## src/include/lfp_pkg.sv

```systemverilog
// Constants and carrier types for the LED fault and phase register slice
package lfp_pkg;

   // ----------------------------------------------------------------
   // Widths
   // ----------------------------------------------------------------
   localparam int unsigned ADDR_W  = 8;
   localparam int unsigned DATA_W  = 13;
   localparam int unsigned FLAG_W  = 6;
   localparam int unsigned PHASE_W = 8;
   localparam int unsigned GRP_W   = 2;

   // ----------------------------------------------------------------
   // Register offsets
   // ----------------------------------------------------------------
   localparam logic [ADDR_W-1:0] OFS_OPEN_LED   = 8'h0f;
   localparam logic [ADDR_W-1:0] OFS_OPEN_TRACE = 8'h10;
   localparam logic [ADDR_W-1:0] OFS_GRP_PHASE  = 8'h11;
   localparam logic [ADDR_W-1:0] OFS_DRV0_PHASE = 8'h12;

   // ----------------------------------------------------------------
   // Field positions
   // ----------------------------------------------------------------
   localparam int unsigned FLAG_LSB    = 0;
   localparam int unsigned PHASE_LSB   = 0;
   localparam int unsigned GRP_SEL_LSB = 8;
   localparam int unsigned GRP_A_BIT   = 0;
   localparam int unsigned GRP_B_BIT   = 1;

   // ----------------------------------------------------------------
   // Reset values and the no-group select code
   // ----------------------------------------------------------------
   localparam logic [FLAG_W-1:0]  FLAG_RST        = 6'h00;
   localparam logic [GRP_W-1:0]   GRP_SEL_RST     = 2'h1;
   localparam logic [GRP_W-1:0]   GRP_SEL_NONE    = 2'h0;
   localparam logic [PHASE_W-1:0] BCAST_PHASE_RST = 8'h00;
   localparam logic [PHASE_W-1:0] DRV0_PHASE_RST  = 8'h00;
   localparam logic [DATA_W-1:0]  RDATA_RST       = 13'h0000;

   // ----------------------------------------------------------------
   // Carrier types
   // ----------------------------------------------------------------
   typedef struct packed {
      logic              wr;
      logic              rd;
      logic [ADDR_W-1:0] addr;
      logic [DATA_W-1:0] wdata;
   } lfp_reg_req_s;

   typedef struct packed {
      logic [GRP_W-1:0]   grp;
      logic [PHASE_W-1:0] phase;
   } lfp_bcast_s;

endpackage

```

## src/verilog/lfp_flag_bank.sv

```systemverilog
// Sticky fault flags, set by detection, cleared by writing ones
`timescale 1ns/10ps
`default_nettype none

module lfp_flag_bank #(
   parameter int unsigned W = 6
) (
   input  wire logic         mclk,
   input  wire logic         rst_b,
   input  wire logic [W-1:0] detect,
   input  wire logic         clear_en,
   input  wire logic [W-1:0] clear_mask,
   output logic      [W-1:0] flags
);

   logic [W-1:0] flags_reg;
   logic [W-1:0] flags_next;

   // ----------------------------------------------------------------
   // Next state
   // ----------------------------------------------------------------
   // Set term applied last so a detection beats a same-cycle clear
   always_comb
   begin
      flags_next = flags_reg;
      if (clear_en)
      begin
         flags_next = flags_next & ~clear_mask;
      end
      flags_next = flags_next | detect;
   end

   always_ff @(posedge mclk or negedge rst_b)
   begin
      if (!rst_b)
      begin
         flags_reg <= W'(lfp_pkg::FLAG_RST);
      end
      else
      begin
         flags_reg <= flags_next;
      end
   end

   assign flags = flags_reg;
endmodule

`default_nettype wire

```

## src/verilog/lfp_led_fault_phase_regs.sv

```systemverilog
// Open-LED and open-trace flags, group phase broadcast, driver 0 phase
`timescale 1ns/10ps
`default_nettype none

module lfp_led_fault_phase_regs (
   input  wire logic                        mclk,
   input  wire logic                        rst_b,
   input  wire lfp_pkg::lfp_reg_req_s       reg_req,
   output logic [lfp_pkg::DATA_W-1:0]       reg_rdata,
   output logic                             reg_rvalid,
   input  wire logic [lfp_pkg::FLAG_W-1:0]  open_led_detect,
   input  wire logic [lfp_pkg::FLAG_W-1:0]  open_trace_detect,
   input  wire logic                        group_a_assignment,
   input  wire logic                        group_b_assignment,
   output logic [lfp_pkg::FLAG_W-1:0]       open_led_flag_bits,
   output logic [lfp_pkg::FLAG_W-1:0]       open_trace_flag_bits,
   output logic [lfp_pkg::PHASE_W-1:0]      driver0_phase_select,
   output logic                             bcast_valid,
   output lfp_pkg::lfp_bcast_s              bcast
);

   // ----------------------------------------------------------------
   // Address decode
   // ----------------------------------------------------------------
   logic wr_led;
   logic wr_trace;
   logic wr_grp;
   logic wr_drv0;
   logic grp_valid;
   logic drv0_hit;
   logic [lfp_pkg::GRP_W-1:0]   wr_grp_sel;
   logic [lfp_pkg::PHASE_W-1:0] wr_phase;
   logic [lfp_pkg::FLAG_W-1:0]  wr_flags;

   assign wr_led   = reg_req.wr && (reg_req.addr == lfp_pkg::OFS_OPEN_LED);
   assign wr_trace = reg_req.wr && (reg_req.addr == lfp_pkg::OFS_OPEN_TRACE);
   assign wr_grp   = reg_req.wr && (reg_req.addr == lfp_pkg::OFS_GRP_PHASE);
   assign wr_drv0  = reg_req.wr && (reg_req.addr == lfp_pkg::OFS_DRV0_PHASE);

   assign wr_grp_sel = reg_req.wdata[lfp_pkg::GRP_SEL_LSB +: lfp_pkg::GRP_W];
   assign wr_phase   = reg_req.wdata[lfp_pkg::PHASE_LSB +: lfp_pkg::PHASE_W];
   assign wr_flags   = reg_req.wdata[lfp_pkg::FLAG_LSB +: lfp_pkg::FLAG_W];

   // An all-zero selection names no group, so nothing is sent
   assign grp_valid = wr_grp && (wr_grp_sel != lfp_pkg::GRP_SEL_NONE);

   // Driver 0 joins only when its own group is among those selected
   assign drv0_hit = grp_valid
      && ((wr_grp_sel[lfp_pkg::GRP_A_BIT] && group_a_assignment)
       || (wr_grp_sel[lfp_pkg::GRP_B_BIT] && group_b_assignment));

   // ----------------------------------------------------------------
   // Fault flag banks
   // ----------------------------------------------------------------
   lfp_flag_bank #(
      .W (lfp_pkg::FLAG_W)
   ) u_open_led (
      .mclk       (mclk),
      .rst_b      (rst_b),
      .detect     (open_led_detect),
      .clear_en   (wr_led),
      .clear_mask (wr_flags),
      .flags      (open_led_flag_bits)
   );

   lfp_flag_bank #(
      .W (lfp_pkg::FLAG_W)
   ) u_open_trace (
      .mclk       (mclk),
      .rst_b      (rst_b),
      .detect     (open_trace_detect),
      .clear_en   (wr_trace),
      .clear_mask (wr_flags),
      .flags      (open_trace_flag_bits)
   );

   // ----------------------------------------------------------------
   // Phase registers
   // ----------------------------------------------------------------
   logic [lfp_pkg::GRP_W-1:0]   grp_sel_reg;
   logic [lfp_pkg::GRP_W-1:0]   grp_sel_next;
   logic [lfp_pkg::PHASE_W-1:0] grp_phase_reg;
   logic [lfp_pkg::PHASE_W-1:0] grp_phase_next;
   logic [lfp_pkg::PHASE_W-1:0] drv0_reg;
   logic [lfp_pkg::PHASE_W-1:0] drv0_next;
   logic                        bvalid_reg;
   logic                        bvalid_next;
   lfp_pkg::lfp_bcast_s         bcast_reg;
   lfp_pkg::lfp_bcast_s         bcast_next;

   always_comb
   begin
      grp_sel_next   = grp_sel_reg;
      grp_phase_next = grp_phase_reg;
      drv0_next      = drv0_reg;
      bvalid_next    = 1'b0;
      bcast_next     = bcast_reg;
      if (wr_grp)
      begin
         grp_sel_next   = wr_grp_sel;
         grp_phase_next = wr_phase;
      end
      if (grp_valid)
      begin
         // Strobe lets the other per-driver registers take the value
         bvalid_next      = 1'b1;
         bcast_next.grp   = wr_grp_sel;
         bcast_next.phase = wr_phase;
      end
      if (wr_drv0)
      begin
         drv0_next = wr_phase;
      end
      else if (drv0_hit)
      begin
         drv0_next = wr_phase;
      end
   end

   always_ff @(posedge mclk or negedge rst_b)
   begin
      if (!rst_b)
      begin
         grp_sel_reg   <= lfp_pkg::GRP_SEL_RST;
         grp_phase_reg <= lfp_pkg::BCAST_PHASE_RST;
         drv0_reg      <= lfp_pkg::DRV0_PHASE_RST;
         bvalid_reg    <= 1'b0;
         bcast_reg     <= '0;
      end
      else
      begin
         grp_sel_reg   <= grp_sel_next;
         grp_phase_reg <= grp_phase_next;
         drv0_reg      <= drv0_next;
         bvalid_reg    <= bvalid_next;
         bcast_reg     <= bcast_next;
      end
   end

   assign driver0_phase_select = drv0_reg;
   assign bcast_valid          = bvalid_reg;
   assign bcast                = bcast_reg;

   // ----------------------------------------------------------------
   // Read port
   // ----------------------------------------------------------------
   // Unmapped offsets read zero rather than holding stale data
   logic [lfp_pkg::DATA_W-1:0] rdata_reg;
   logic [lfp_pkg::DATA_W-1:0] rdata_next;
   logic                       rvalid_reg;
   logic                       rvalid_next;

   always_comb
   begin
      rdata_next  = rdata_reg;
      rvalid_next = reg_req.rd;
      if (reg_req.rd)
      begin
         rdata_next = '0;
         case (reg_req.addr)
            lfp_pkg::OFS_OPEN_LED:
               rdata_next[lfp_pkg::FLAG_LSB +: lfp_pkg::FLAG_W] =
                  open_led_flag_bits;
            lfp_pkg::OFS_OPEN_TRACE:
               rdata_next[lfp_pkg::FLAG_LSB +: lfp_pkg::FLAG_W] =
                  open_trace_flag_bits;
            lfp_pkg::OFS_GRP_PHASE:
            begin
               rdata_next[lfp_pkg::GRP_SEL_LSB +: lfp_pkg::GRP_W] =
                  grp_sel_reg;
               rdata_next[lfp_pkg::PHASE_LSB +: lfp_pkg::PHASE_W] =
                  grp_phase_reg;
            end
            lfp_pkg::OFS_DRV0_PHASE:
               rdata_next[lfp_pkg::PHASE_LSB +: lfp_pkg::PHASE_W] =
                  drv0_reg;
            default:
               rdata_next = '0;
         endcase
      end
   end

   always_ff @(posedge mclk or negedge rst_b)
   begin
      if (!rst_b)
      begin
         rdata_reg  <= lfp_pkg::RDATA_RST;
         rvalid_reg <= 1'b0;
      end
      else
      begin
         rdata_reg  <= rdata_next;
         rvalid_reg <= rvalid_next;
      end
   end

   assign reg_rdata  = rdata_reg;
   assign reg_rvalid = rvalid_reg;
endmodule

`default_nettype wire
```

## config.mk

```make
export PLATFORM = sky130hd
export DESIGN_NAME = lfp_led_fault_phase_regs
export DESIGN_NICKNAME = d
export VERILOG_FILES = /design/src/include/lfp_pkg.sv /design/src/verilog/lfp_flag_bank.sv /design/src/verilog/lfp_led_fault_phase_regs.sv
export SDC_FILE = /design/constraint.sdc
export NUM_CORES = 1
export LEC_CHECK = 0
export ABC_AREA = 1
export BUFFER_PORTS_ARGS = -buffer_cell sky130_fd_sc_hd__clkbuf_2
export CORE_MARGIN = 3
export CORE_UTILIZATION = 54
export DETAILED_ROUTE_END_ITERATION = 7
export PLACE_DENSITY = 0.95
export SLEW_MARGIN = 10
export SYNTH_ARGS = -nofsm -noshare
export SYNTH_HDL_FRONTEND = slang
export SYNTH_SLANG_ARGS = --single-unit
```

## constraint.sdc

```tcl
create_clock -name mclk -period 2 [get_ports mclk]
set_clock_uncertainty 0.05 [all_clocks]
set_input_delay 0.1 -clock mclk [delete_from_list [all_inputs] [get_ports mclk]]
set_output_delay 0.1 -clock mclk [all_outputs]
set_load 0.005 [all_outputs]
```

# Word-level counts from Yosys, hierarchy flattened
# Cells that the tools add are included.
[totals]
regBits = 52
latch_bits = 0
mem_bits_rw = 0
rom_bits = 0
in_bits = 39
out_inout_bits = 45
word_cells = 38
memories = 0
[op_classes]
add_sub_neg = 0
n_mul = 0
div_mod_pow = 0
magnitude_cmp = 0
eq_ne = 4
shift = 0
mux = 8
bitwise_logic = 5
reduce_logical = 11
[op_table]
columns = ["operator", "n"]
rows = [
  ["equality test 8 x 5 -> 1 bit, second input constant", 3],
  ["case mux 6 bit (4 select lines)", 1],
  ["two-way mux 8 bit", 2],
  ["AND 6 bit", 2],
  ["two-way mux 6 bit", 2],
  ["bitwise OR 6 bit", 2],
  ["equality test 8 x 4 -> 1 bit, second input constant", 1],
  ["logical AND 1 bit", 8],
  ["NOT 6 bit", 1],
  ["case mux 2 bit (2 select lines)", 1],
  ["nonzero test 2 bit", 2],
  ["two-way mux 2 bit", 1],
  ["logical OR 1 bit", 1],
  ["two-way mux 1 bit", 1],
]

# Logic depth before layout (Yosys ltp)
# Gate-level depths: netlist (run 1).
[depth]
word_depth = 6
ltp_mapped = 9
depth_no_buf = 9

# Modules after synthesis
# From an unflattened synthesis (run 1), not the netlist that was laid out.
[unflattened]
cells_unflattened = 302
area_unflattened_um2 = 2404.8
[modules_own_cells]
columns = ["mod", "n_inst", "cells_each", "area_each_um2", "seq_area_each_um2"]
rows = [
  ["lfp_led_fault_phase_regs", 1, 242, 1924.3, 1002.2],
  ["lfp_flag_bank", 2, 30, 240.2, 150.1],
]

# Least setup slack after synthesis (run 1)
# No wires, ideal clock.
[synth_timing]
kind = "input-to-reg"
start = "in reg_req[18] (netlist bit)"
end = "reg bcast_reg (netlist bit bcast[4])"
setup_ns = 0.118
arrival_time_ns = 0.936
required_ns = 1.832
slack_ns = 0.896
cell_stages = 9
path_buffers = 1
path_cell_list = "inv_2 > nand2_1 > nor2_8 > nand2_4 > nor2_8 > nand2_4 > buf_6 > nand2_2 > o21ai_2"
[synth_between]
elab_chain_cells = 3
[synth_rtl]
columns = ["item", "line_no", "rtl"]
rows = [
  ["from (decl)", "lfp_led_fault_phase_regs.sv:8", "input wire lfp_pkg::lfp_reg_req_s reg_req,"],
  ["equality test 8 x 5 -> 1 bit", "lfp_led_fault_phase_regs.sv:37", "assign wr_grp = reg_req.wr && (reg_req.addr == lfp_pkg::OFS_GRP_PHASE);"],
  ["logical AND 1 bit", "lfp_led_fault_phase_regs.sv:37", ""],
  ["logical AND 1 bit", "lfp_led_fault_phase_regs.sv:45", "assign grp_valid = wr_grp && (wr_grp_sel != lfp_pkg::GRP_SEL_NONE);"],
  ["to (signal assigned)", "lfp_led_fault_phase_regs.sv:136", "bcast_reg <= bcast_next;"],
  ["to (decl)", "lfp_led_fault_phase_regs.sv:88", "lfp_pkg::lfp_bcast_s bcast_reg;"],
]
# No other way between the ends.
# A chain may end at the register's enable or synchronous reset.

# Worst setup path in the final report (run 1)
[layout_timing]
start = "in reg_req[18] (netlist bit)"
end = "reg drv0_reg (netlist bit driver0_phase_select[1])"
[layout_between]
elab_chain_cells = 5
word_cells_on_any_way = 8
classes_between = "eq/ne (2); mux (1); reduce/logical (5)"
[layout_rtl]
columns = ["item", "line_no", "rtl"]
rows = [
  ["equality test 8 x 5 -> 1 bit", "lfp_led_fault_phase_regs.sv:37", ""],
  ["logical AND 1 bit", "lfp_led_fault_phase_regs.sv:37", ""],
  ["logical AND 1 bit", "lfp_led_fault_phase_regs.sv:45", ""],
  ["logical AND 1 bit", "lfp_led_fault_phase_regs.sv:49", "&& ((wr_grp_sel[lfp_pkg::GRP_A_BIT] && group_a_assignment)"],
  ["nonzero test 2 bit (no line)", "-", ""],
  ["to (signal assigned)", "lfp_led_fault_phase_regs.sv:126", "drv0_reg <= lfp_pkg::DRV0_PHASE_RST;"],
  ["to (signal assigned)", "lfp_led_fault_phase_regs.sv:134", "drv0_reg <= drv0_next;"],
  ["to (decl)", "lfp_led_fault_phase_regs.sv:84", "logic [lfp_pkg::PHASE_W-1:0] drv0_reg;"],
]
# Several ways; a longest one is shown, not always the timed one.

==> metrics.md, run 1 <==
| Metric | Value |
|---|---|
| Crit path max fanout | `23` |
| Synth Area in XOR/XNOR | `0%` |
| CP max-delay cell | `nor2_8` |
| Main combinational cell family by area after synthesis | `simple AND/OR/NAND/NOR gates` |
| Crit. End Element | `flop` |
| Most common cell in the netlist | `nand2_1` |
| Sequential standard cell area | `between 0.001 and 0.0015 mm²` |
| Fmax | `a little under 800 MHz` |
| CTS H-tree depth | `2` |
| Drt wl/cell | `approximately 16 µm` |
| Count of unique library cells instantiated by Yosys | `28` |
| Die height | `73.5 µm` |
| Routed via count | `2,374` |
| Worst Path Required | `around 2200 ps` |
| Synth top area cells | `dfrtp_1 (52%), nand2_1 (15%), nand3_1 (6.9%)` |
| # fillers | `roughly 290` |
| Via/cell ratio | `~5.5` |
| Final HPWL DP | `between 4 and 5 mm` |
| Final wirelength | `6.82 mm` |
| TritonCTS clock tree | `done` |
| Syn avg cell area | `just under 9 µm²` |
| DRC viols | `0` |
| Final Setup Violations | `0` |
| RR Startpoint | `u_open_trace.flags[4]` |
| Top delay family on crit path | `simple AND/OR/NAND/NOR gates` |
| TritonRoute pass-1 iters | `5` |
| Final min period | `between 1000 and 1500 ps` |
| Area of the core | `between 0.004 and 0.005 mm²` |
| Crit Path Category | `input port to flop` |
| Critical Path Max Stage Delay | `around 340 ps` |
| WP buf/inv | `2` |
| Post-synth top cells | `nand2_1 (95), dfrtp_1 (51), nand3_1 (34), inv_1 (19), o21ai_0 (11)` |
| Hold Crit Start | `reg_req[9]` |
| Pwr dens | `614 mW/mm²` |
| I/O pins | `84` |
| Layout cell share with drive strength beyond 1 | `31.9%` |
| Worst vdd ir | `about 0.0005 V` |
| Synthesis-to-layout area growth | `29.3%` |
| Synth Register Bits | `between 50 and 60` |
| Synth Area in Simple Gates | `30.5%` |
| CTS Buffer Depth | `2` |
| Antenna Cells | `0` |
| Final Hold Fails | `0` |
| Gpl congestion | `approximately 0.9` |
| Synth Cell Area | `0.00246 mm²` |
| Setup_tns | `0 ps` |
| Number of CTS-inserted buffers | `5` |
| Initial antenna violation count | `0` |
| Worst min-delay path class | `input port to flop` |
| Post_cts resized | `0` |
| Number of synthesized flops with an enable pin | `0` |
| Gr ovfl total | `0` |
| Total track usage | `between 20 and 30%` |
| Compound-cell area share of the yosys netlist | `under 10%` |
| Arr. time, crit path | `between 1000 and 1500 ps` |
| Final core utilization | `75.6%` |
| Worst slew margin | `between 50% and 60%` |
| Tightest Pin Transition | `648 ps` |
| Cells along the critical path | `clkbuf_2 -> inv_2 -> nand2_1 -> nor2_8 -> nand3_2 -> nand2_2 -> nand2_1 -> nand2_1` |
| Vias in the first global route | `roughly 2,300` |
| 1st-iter DRT viols | `283` |
| Max-cap check violation count | `0` |
| Post-Synth Adder-Cell Area | `0%` |
| Die Width | `around 73 µm` |
| Seq/Total Area, Yosys | `53.0%` |
| Final period utilization | `64.5%` |
| Die area | `between 0.005 and 0.006 mm²` |
| Post-synthesis async set-or-reset flop share | `100%` |
| Port Buffers | `77` |
| Clock transition at path regs | `~90 ps` |
| FP Rows | `23` |
| Crit-path most repeated cell | `nand2_1` |
| Multiplexer area fraction after synthesis | `0%` |
| Root Buffer | `clkbuf_8` |
| Clock sink total | `52` |
| Area taken by multi-input logic gates | `roughly 0.0010 mm²` |
| Crit start category | `input port` |
| Syn. warnings | `0` |
| RSZ-0062 raised after global routing | `no` |
| Largest net degree at the start of global routing | `53` |
| Max Slew Vio Count | `0` |
| Predominant post-synthesis flop cell | `dfrtp_1` |
| Status | `finished clean` |
| Area fraction of the dominant cell type after synthesis | `51.9%` |
| Synth area leader | `dfrtp_1` |
| Worst skew pair latency | `between 300 and 400 ps` |
| Total Nets Final | `421` |
| Syn Inst Count | `280` |
| First-pass GRT wire length | `between 10 and 15 mm` |
| Worst Setup SP | `reg_req[18]` |
| Static Leak | `1.74 nW` |
| Post-DRT Antenna Nets | `0` |
| Initial Utilization | `roughly 59%` |
-- per-stage QoR --
step | power (mW) | setup slack, ps | instance area [µm²] | cells | hold WS (ps)
after floorplan | 1.22 | 896 | 2470 | 282 | -246
after detailed placement | 1.33 | 473 | 2880 | 404 | 202
final | 1.95 | 710 | 3180 | 433 | 15.8
after CTS | 1.96 | 798 | 3180 | 433 | 12.9
after global placement | 1.32 | 540 | 2880 | 404 | 194
after global routing | 2.03 | 636 | 3180 | 433 | 22.5
-- what timing repair did --
item / CTS / global route
hold buffers: 21 / 0
buffers inserted: 0 / 0
endpoints found under the hold margin: 73 / 0
-- cells in the final DEF, fill, tap and decap left out, drive strengths merged, types with 6 or more instances in the layout --
cell type / count
dfrtp: 51
nand2: 103
a21o: 6
nand3: 36
clkbuf: 85
dlygate4sd3: 21
inv: 25
nor2: 15
o21ai: 28
-- report_power, final --
part / internal (mW) / switching, mW / leakage [nW]
sequential: 1.09 / 0.0230 / 0.650
combinational: 0.0999 / 0.133 / 1.04
clock: 0.283 / 0.328 / 0.0455
-- worst paths after layout --
check                                               end  slack [ps]  depth (start not counted)
worst max-delay path            driver0_phase_select[1]         710                          8
worst min-delay path                           bcast[9]          20                          3
worst max register to register             reg_rdata[4]         890                          4
worst min register to register                 bcast[9]         440                          2
max in group asynchronous                      bcast[4]        1080                          3
min in group asynchronous         u_open_trace.flags[0]         390                          3
-- cells by family (layout without fill, tap and decap cells) --
family | Yosys count | in the layout
flip-flops | 52 | 52
AND/OR/NAND/NOR | 156 | 156
AO/OA/AOI/OAI | 37 | 37
other | 1 | 3
buffers and inverters | 34 | 135
-- layer usage --
layer,wire [µm],vias to the layer above,track usage (%)
met5,0,-,0
met4,150,0,8.65
met2,3390,155,44.5
met1,2540,1098,33.5
li1,-,1098,-
met3,728,23,8.07
-- tightest hold or removal path, delay by kind of cell --
kind | cells | cell delay (ps)
buffers and inverters | 1 | 100
and+or+nand+nor | 2 | 150
-- cell type report --
cell class	count	share of cell area (%)
sequential	52	41.0
clock buffer	8	2.83
inverter	26	3.15
timing repair buffer	101	19.4
multi-input combinational	196	31.6
tap	50	1.97
No activity file was read; power rests on OpenSTA's default activity.
==> run 2, diff against run 1 <==
--- a/config.mk
+++ b/config.mk
@@ -5,12 +5,12 @@
 export SDC_FILE = /design/constraint.sdc
 export NUM_CORES = 1
 export LEC_CHECK = 0
-export ABC_AREA = 1
+export ABC_AREA = 0
 export BUFFER_PORTS_ARGS = -buffer_cell sky130_fd_sc_hd__clkbuf_2
 export CORE_MARGIN = 3
-export CORE_UTILIZATION = 54
+export CORE_UTILIZATION = 44
 export DETAILED_ROUTE_END_ITERATION = 7
-export PLACE_DENSITY = 0.95
+export PLACE_DENSITY = 0.85
 export SLEW_MARGIN = 10
 export SYNTH_ARGS = -nofsm -noshare
 export SYNTH_HDL_FRONTEND = slang
==> constraint.sdc (replaced) <==
create_clock -name mclk -period 1.1 [get_ports mclk]
set_clock_uncertainty 0.05 [all_clocks]
set_input_delay 0.055 -clock mclk [delete_from_list [all_inputs] [get_ports mclk]]
set_output_delay 0.055 -clock mclk [all_outputs]
set_load 0.005 [all_outputs]
==> metrics.md, run 2 <==
| Metric | Value |
|---|---|
| Syn. warnings | `0` |
| Predominant post-synthesis flop cell | `dfrtp_1` |
| RSZ-0062 raised after global routing | `yes` |
| Gr ovfl total | `0` |
| Setup slack after layout | `-136 ps` |
| Place WS | `-457 ps` |
| Final HPWL DP | `roughly 4.4 mm` |
| Synth Area in XOR/XNOR | `0%` |
| Status | `finished, violations left` |
| CP max-delay cell | `mux2_4` |
| Via/cell ratio | `5.32` |
| Top Metal Used | `met4` |
| Crit start category | `input port` |
| First-pass GRT wire length | `~11 mm` |
| Worst min-delay path class | `input port to flop` |
| Crit path max fanout | `4` |
| CTS Buffer Depth | `2` |
| Post-route insts no fill | `400` |
| Most common cell in the netlist | `dfrtp_1` |
| Synth top area cells | `dfrtp_1 (54%), mux2_2 (12%), a21o_1 (3.8%)` |
| Total track usage | `22.4%` |
| Pwr dens | `~1100 mW/mm²` |
| Post-synthesis async set-or-reset flop share | `100%` |
| Gpl congestion | `0.931` |
| Most common cell after layout, fill and taps aside | `clkbuf_2` |
| Worst skew pair latency | `~310 ps` |
| Post-DRT Antenna Nets | `0` |
| Worst Setup SP | `reg_req[19]` |
| Clock transition at path regs | `approximately 90 ps` |
| Synth Cell Area | `0.00234 mm²` |
| Number of synthesized flops with an enable pin | `0` |
| Synth Area in Simple Gates | `14.6%` |
| Final Setup Violations | `42` |
| Port Buffers | `77` |
| Initial antenna violation count | `0` |
| Fmax | `809 MHz` |
| Final Hold Fails | `0` |
| RR Startpoint | `driver0_phase_select[4]` |
| R2r setup slk | `-10 ps` |
| Arr. time, crit path | `between 1000 and 1500 ps` |
| Area taken by multi-input logic gates | `around 0.0011 mm²` |
| Critical Path Max Stage Delay | `290 ps` |
| TritonCTS clock tree | `done` |
| Post-Place Cells | `about 370` |
| Post-Synth Adder-Cell Area | `0%` |
| Total Nets Final | `approximately 370` |
| Die area | `between 0.006 and 0.007 mm²` |
| Worst reg2reg path endpoint | `reg_rdata[4]` |
| Die height | `79.0 µm` |
| Final wirelength | `slightly below 7 mm` |
| FP Rows | `25` |
| Seq/Total Area, Yosys | `between 50% and 60%` |
| Most frequent cells in the layout | `clkbuf_2 (74), dfrtp_1 (51), buf_4 (25)` |
| # fillers | `between 300 and 400` |
| Main combinational cell family by area after synthesis | `simple AND/OR/NAND/NOR gates` |
| Violated checks | `negative setup slack` |
| Vias in the first global route | `2,113` |
| Syn avg cell area | `between 10 and 15 µm²` |
| Syn Inst Count | `between 200 and 250` |
| Initial Utilization | `between 40% and 50%` |
| Top delay family on crit path | `simple AND/OR/NAND/NOR gates` |
| Max Slew Vio Count | `0` |
| Routed via count | `around 2,100` |
| Area fraction of the dominant cell type after synthesis | `between 50% and 60%` |
| Root Buffer | `clkbuf_8` |
| 1st-iter DRT viols | `approximately 220` |
| CP endpoint | `bcast[7]` |
| Worst Path Required | `~1300 ps` |
| Number of CTS-inserted buffers | `5` |
| Synthesis-to-layout area growth | `51.6%` |
| WP buf/inv | `3` |
| Sequential standard cell area | `approximately 0.0013 mm²` |
| Compound-cell area share of the yosys netlist | `about an eighth` |
| Area of the core | `around 0.005 mm²` |
| Layout cell share with drive strength beyond 1 | `around 50%` |
| Die Width | `79.0 µm` |
| Post-synth top cells | `dfrtp_1 (51), mux2_2 (24), nand2_1 (19), a21oi_1 (13), a21o_1 (12)` |
| Worst vdd ir | `0.000985 V` |
| DRC viols | `0` |
| Multiplexer area fraction after synthesis | `14.1%` |
| Crit. End Element | `flop` |
| Routed wl met2 | `3.44 mm` |
| CTS H-tree depth | `2` |
| Synth Register Bits | `52` |
| Cells along the critical path | `buf_6 -> buf_4 -> nor3_4 -> nand4_1 -> nor2_4 -> clkbuf_16 -> mux2_4` |
| Drt wl/cell | `roughly 17 µm` |
| Crit Path Category | `input port to flop` |
| Count of unique library cells instantiated by Yosys | `30` |
| Clock sink total | `52` |
| Final period utilization | `112%` |
| Final core utilization | `71.8%` |
| WL met1 | `between 2 and 3 mm` |
| Hold WS | `37.4 ps` |
| Antenna Cells | `0` |
| Static Leak | `1.70 nW` |
| Met3 wire length | `around 380 µm` |
| Largest net degree at the start of global routing | `42` |
| Synth area leader | `dfrtp_1` |
| Crit. path cell count | `7` |
| I/O pins | `between 80 and 90` |
| TritonRoute pass-1 iters | `4` |
| Total Power Consumption | `3.82 mW` |
| R2R depth | `4` |
| Max-cap check violation count | `0` |
| Final min period | `approximately 1200 ps` |
run 2: metrics by stage:
| step | area, µm² | TNS, ps |
|---|---|---|
| 6_report | 3550 | -3810 |
| 4_1_cts | 3410 | -941 |
| 3_3_place_gp | 3090 | -16350 |
| 5_1_grt | 3550 | -4710 |
| 2_1_floorplan | 2430 | -9130 |
| 3_5_place_dp | 3090 | -17280 |
run 2: worst register-to-register path: cells and delay by family (launching register included):
kind	cells	cell delay [ps]
multiplexers	1	200
AO/OA/AOI/OAI	2	240
flip-flops	1	410
AND/OR/NAND/NOR	1	100
run 2: final cells by class:
type	instances	area share (%)
Clock buffer	6	2.04
Clock inverter	2	0.987
Multi-Input combinational cell	139	31.6
Tap cell	67	2.36
Inverter	5	0.529
Timing Repair Buffer	129	25.8
Sequential cell	52	36.7
run 2: report_power, final:
part	internal, mW	total, mW	switching (mW)
Combinational	0.269	0.510	0.241
Clock	0.676	1.31	0.636
Sequential	1.96	2.00	0.0331
Total	2.91	3.82	0.910
run 2: logic make-up (layout without fill, tap and decap cells):
| family | count (synthesis) | count (layout) |
|---|---|---|
| other | 1 | 3 |
| buffers and inverters | 14 | 142 |
| muxes | 30 | 30 |
| DFF | 52 | 52 |
| and+or+nand+nor | 59 | 59 |
| AOI/OAI and AO/OA | 47 | 47 |
run 2: how the worst min path moves through the flow:
stage	from	end	slack (ps)	depth (start not counted)
6_report	reg_req[1]	u_open_led.flags[1]	40	3
5_1_grt	reg_req[5]	driver0_phase_select[5]	30	2
4_1_cts	reg_req[0]	bcast[0]	10	2
3_5_place_dp	rst_b	bcast_valid	-20	2
3_3_place_gp	rst_b	bcast[6]	-20	2
2_1_floorplan	rst_b	bcast[0]	-290	0
run 2: routing by layer:
layer | track usage (%) | vias to the layer above
li1 | - | 978
met1 | 28.8 | 1055
met2 | 37.9 | 80
met3 | 4.65 | 15
met4 | 7.22 | 0
met5 | 0 | -
run 2: what timing repair did:
item / 4_1_cts / 5_1_grt
cloned: 0 / 1
hold buffers: 15 / 0
pin swaps: 9 / 15
resized for setup: 14 / 30
endpoints found under the setup margin: 37 / 40
hold endpoints to repair: 70 / 0
setup buffers: 2 / 3
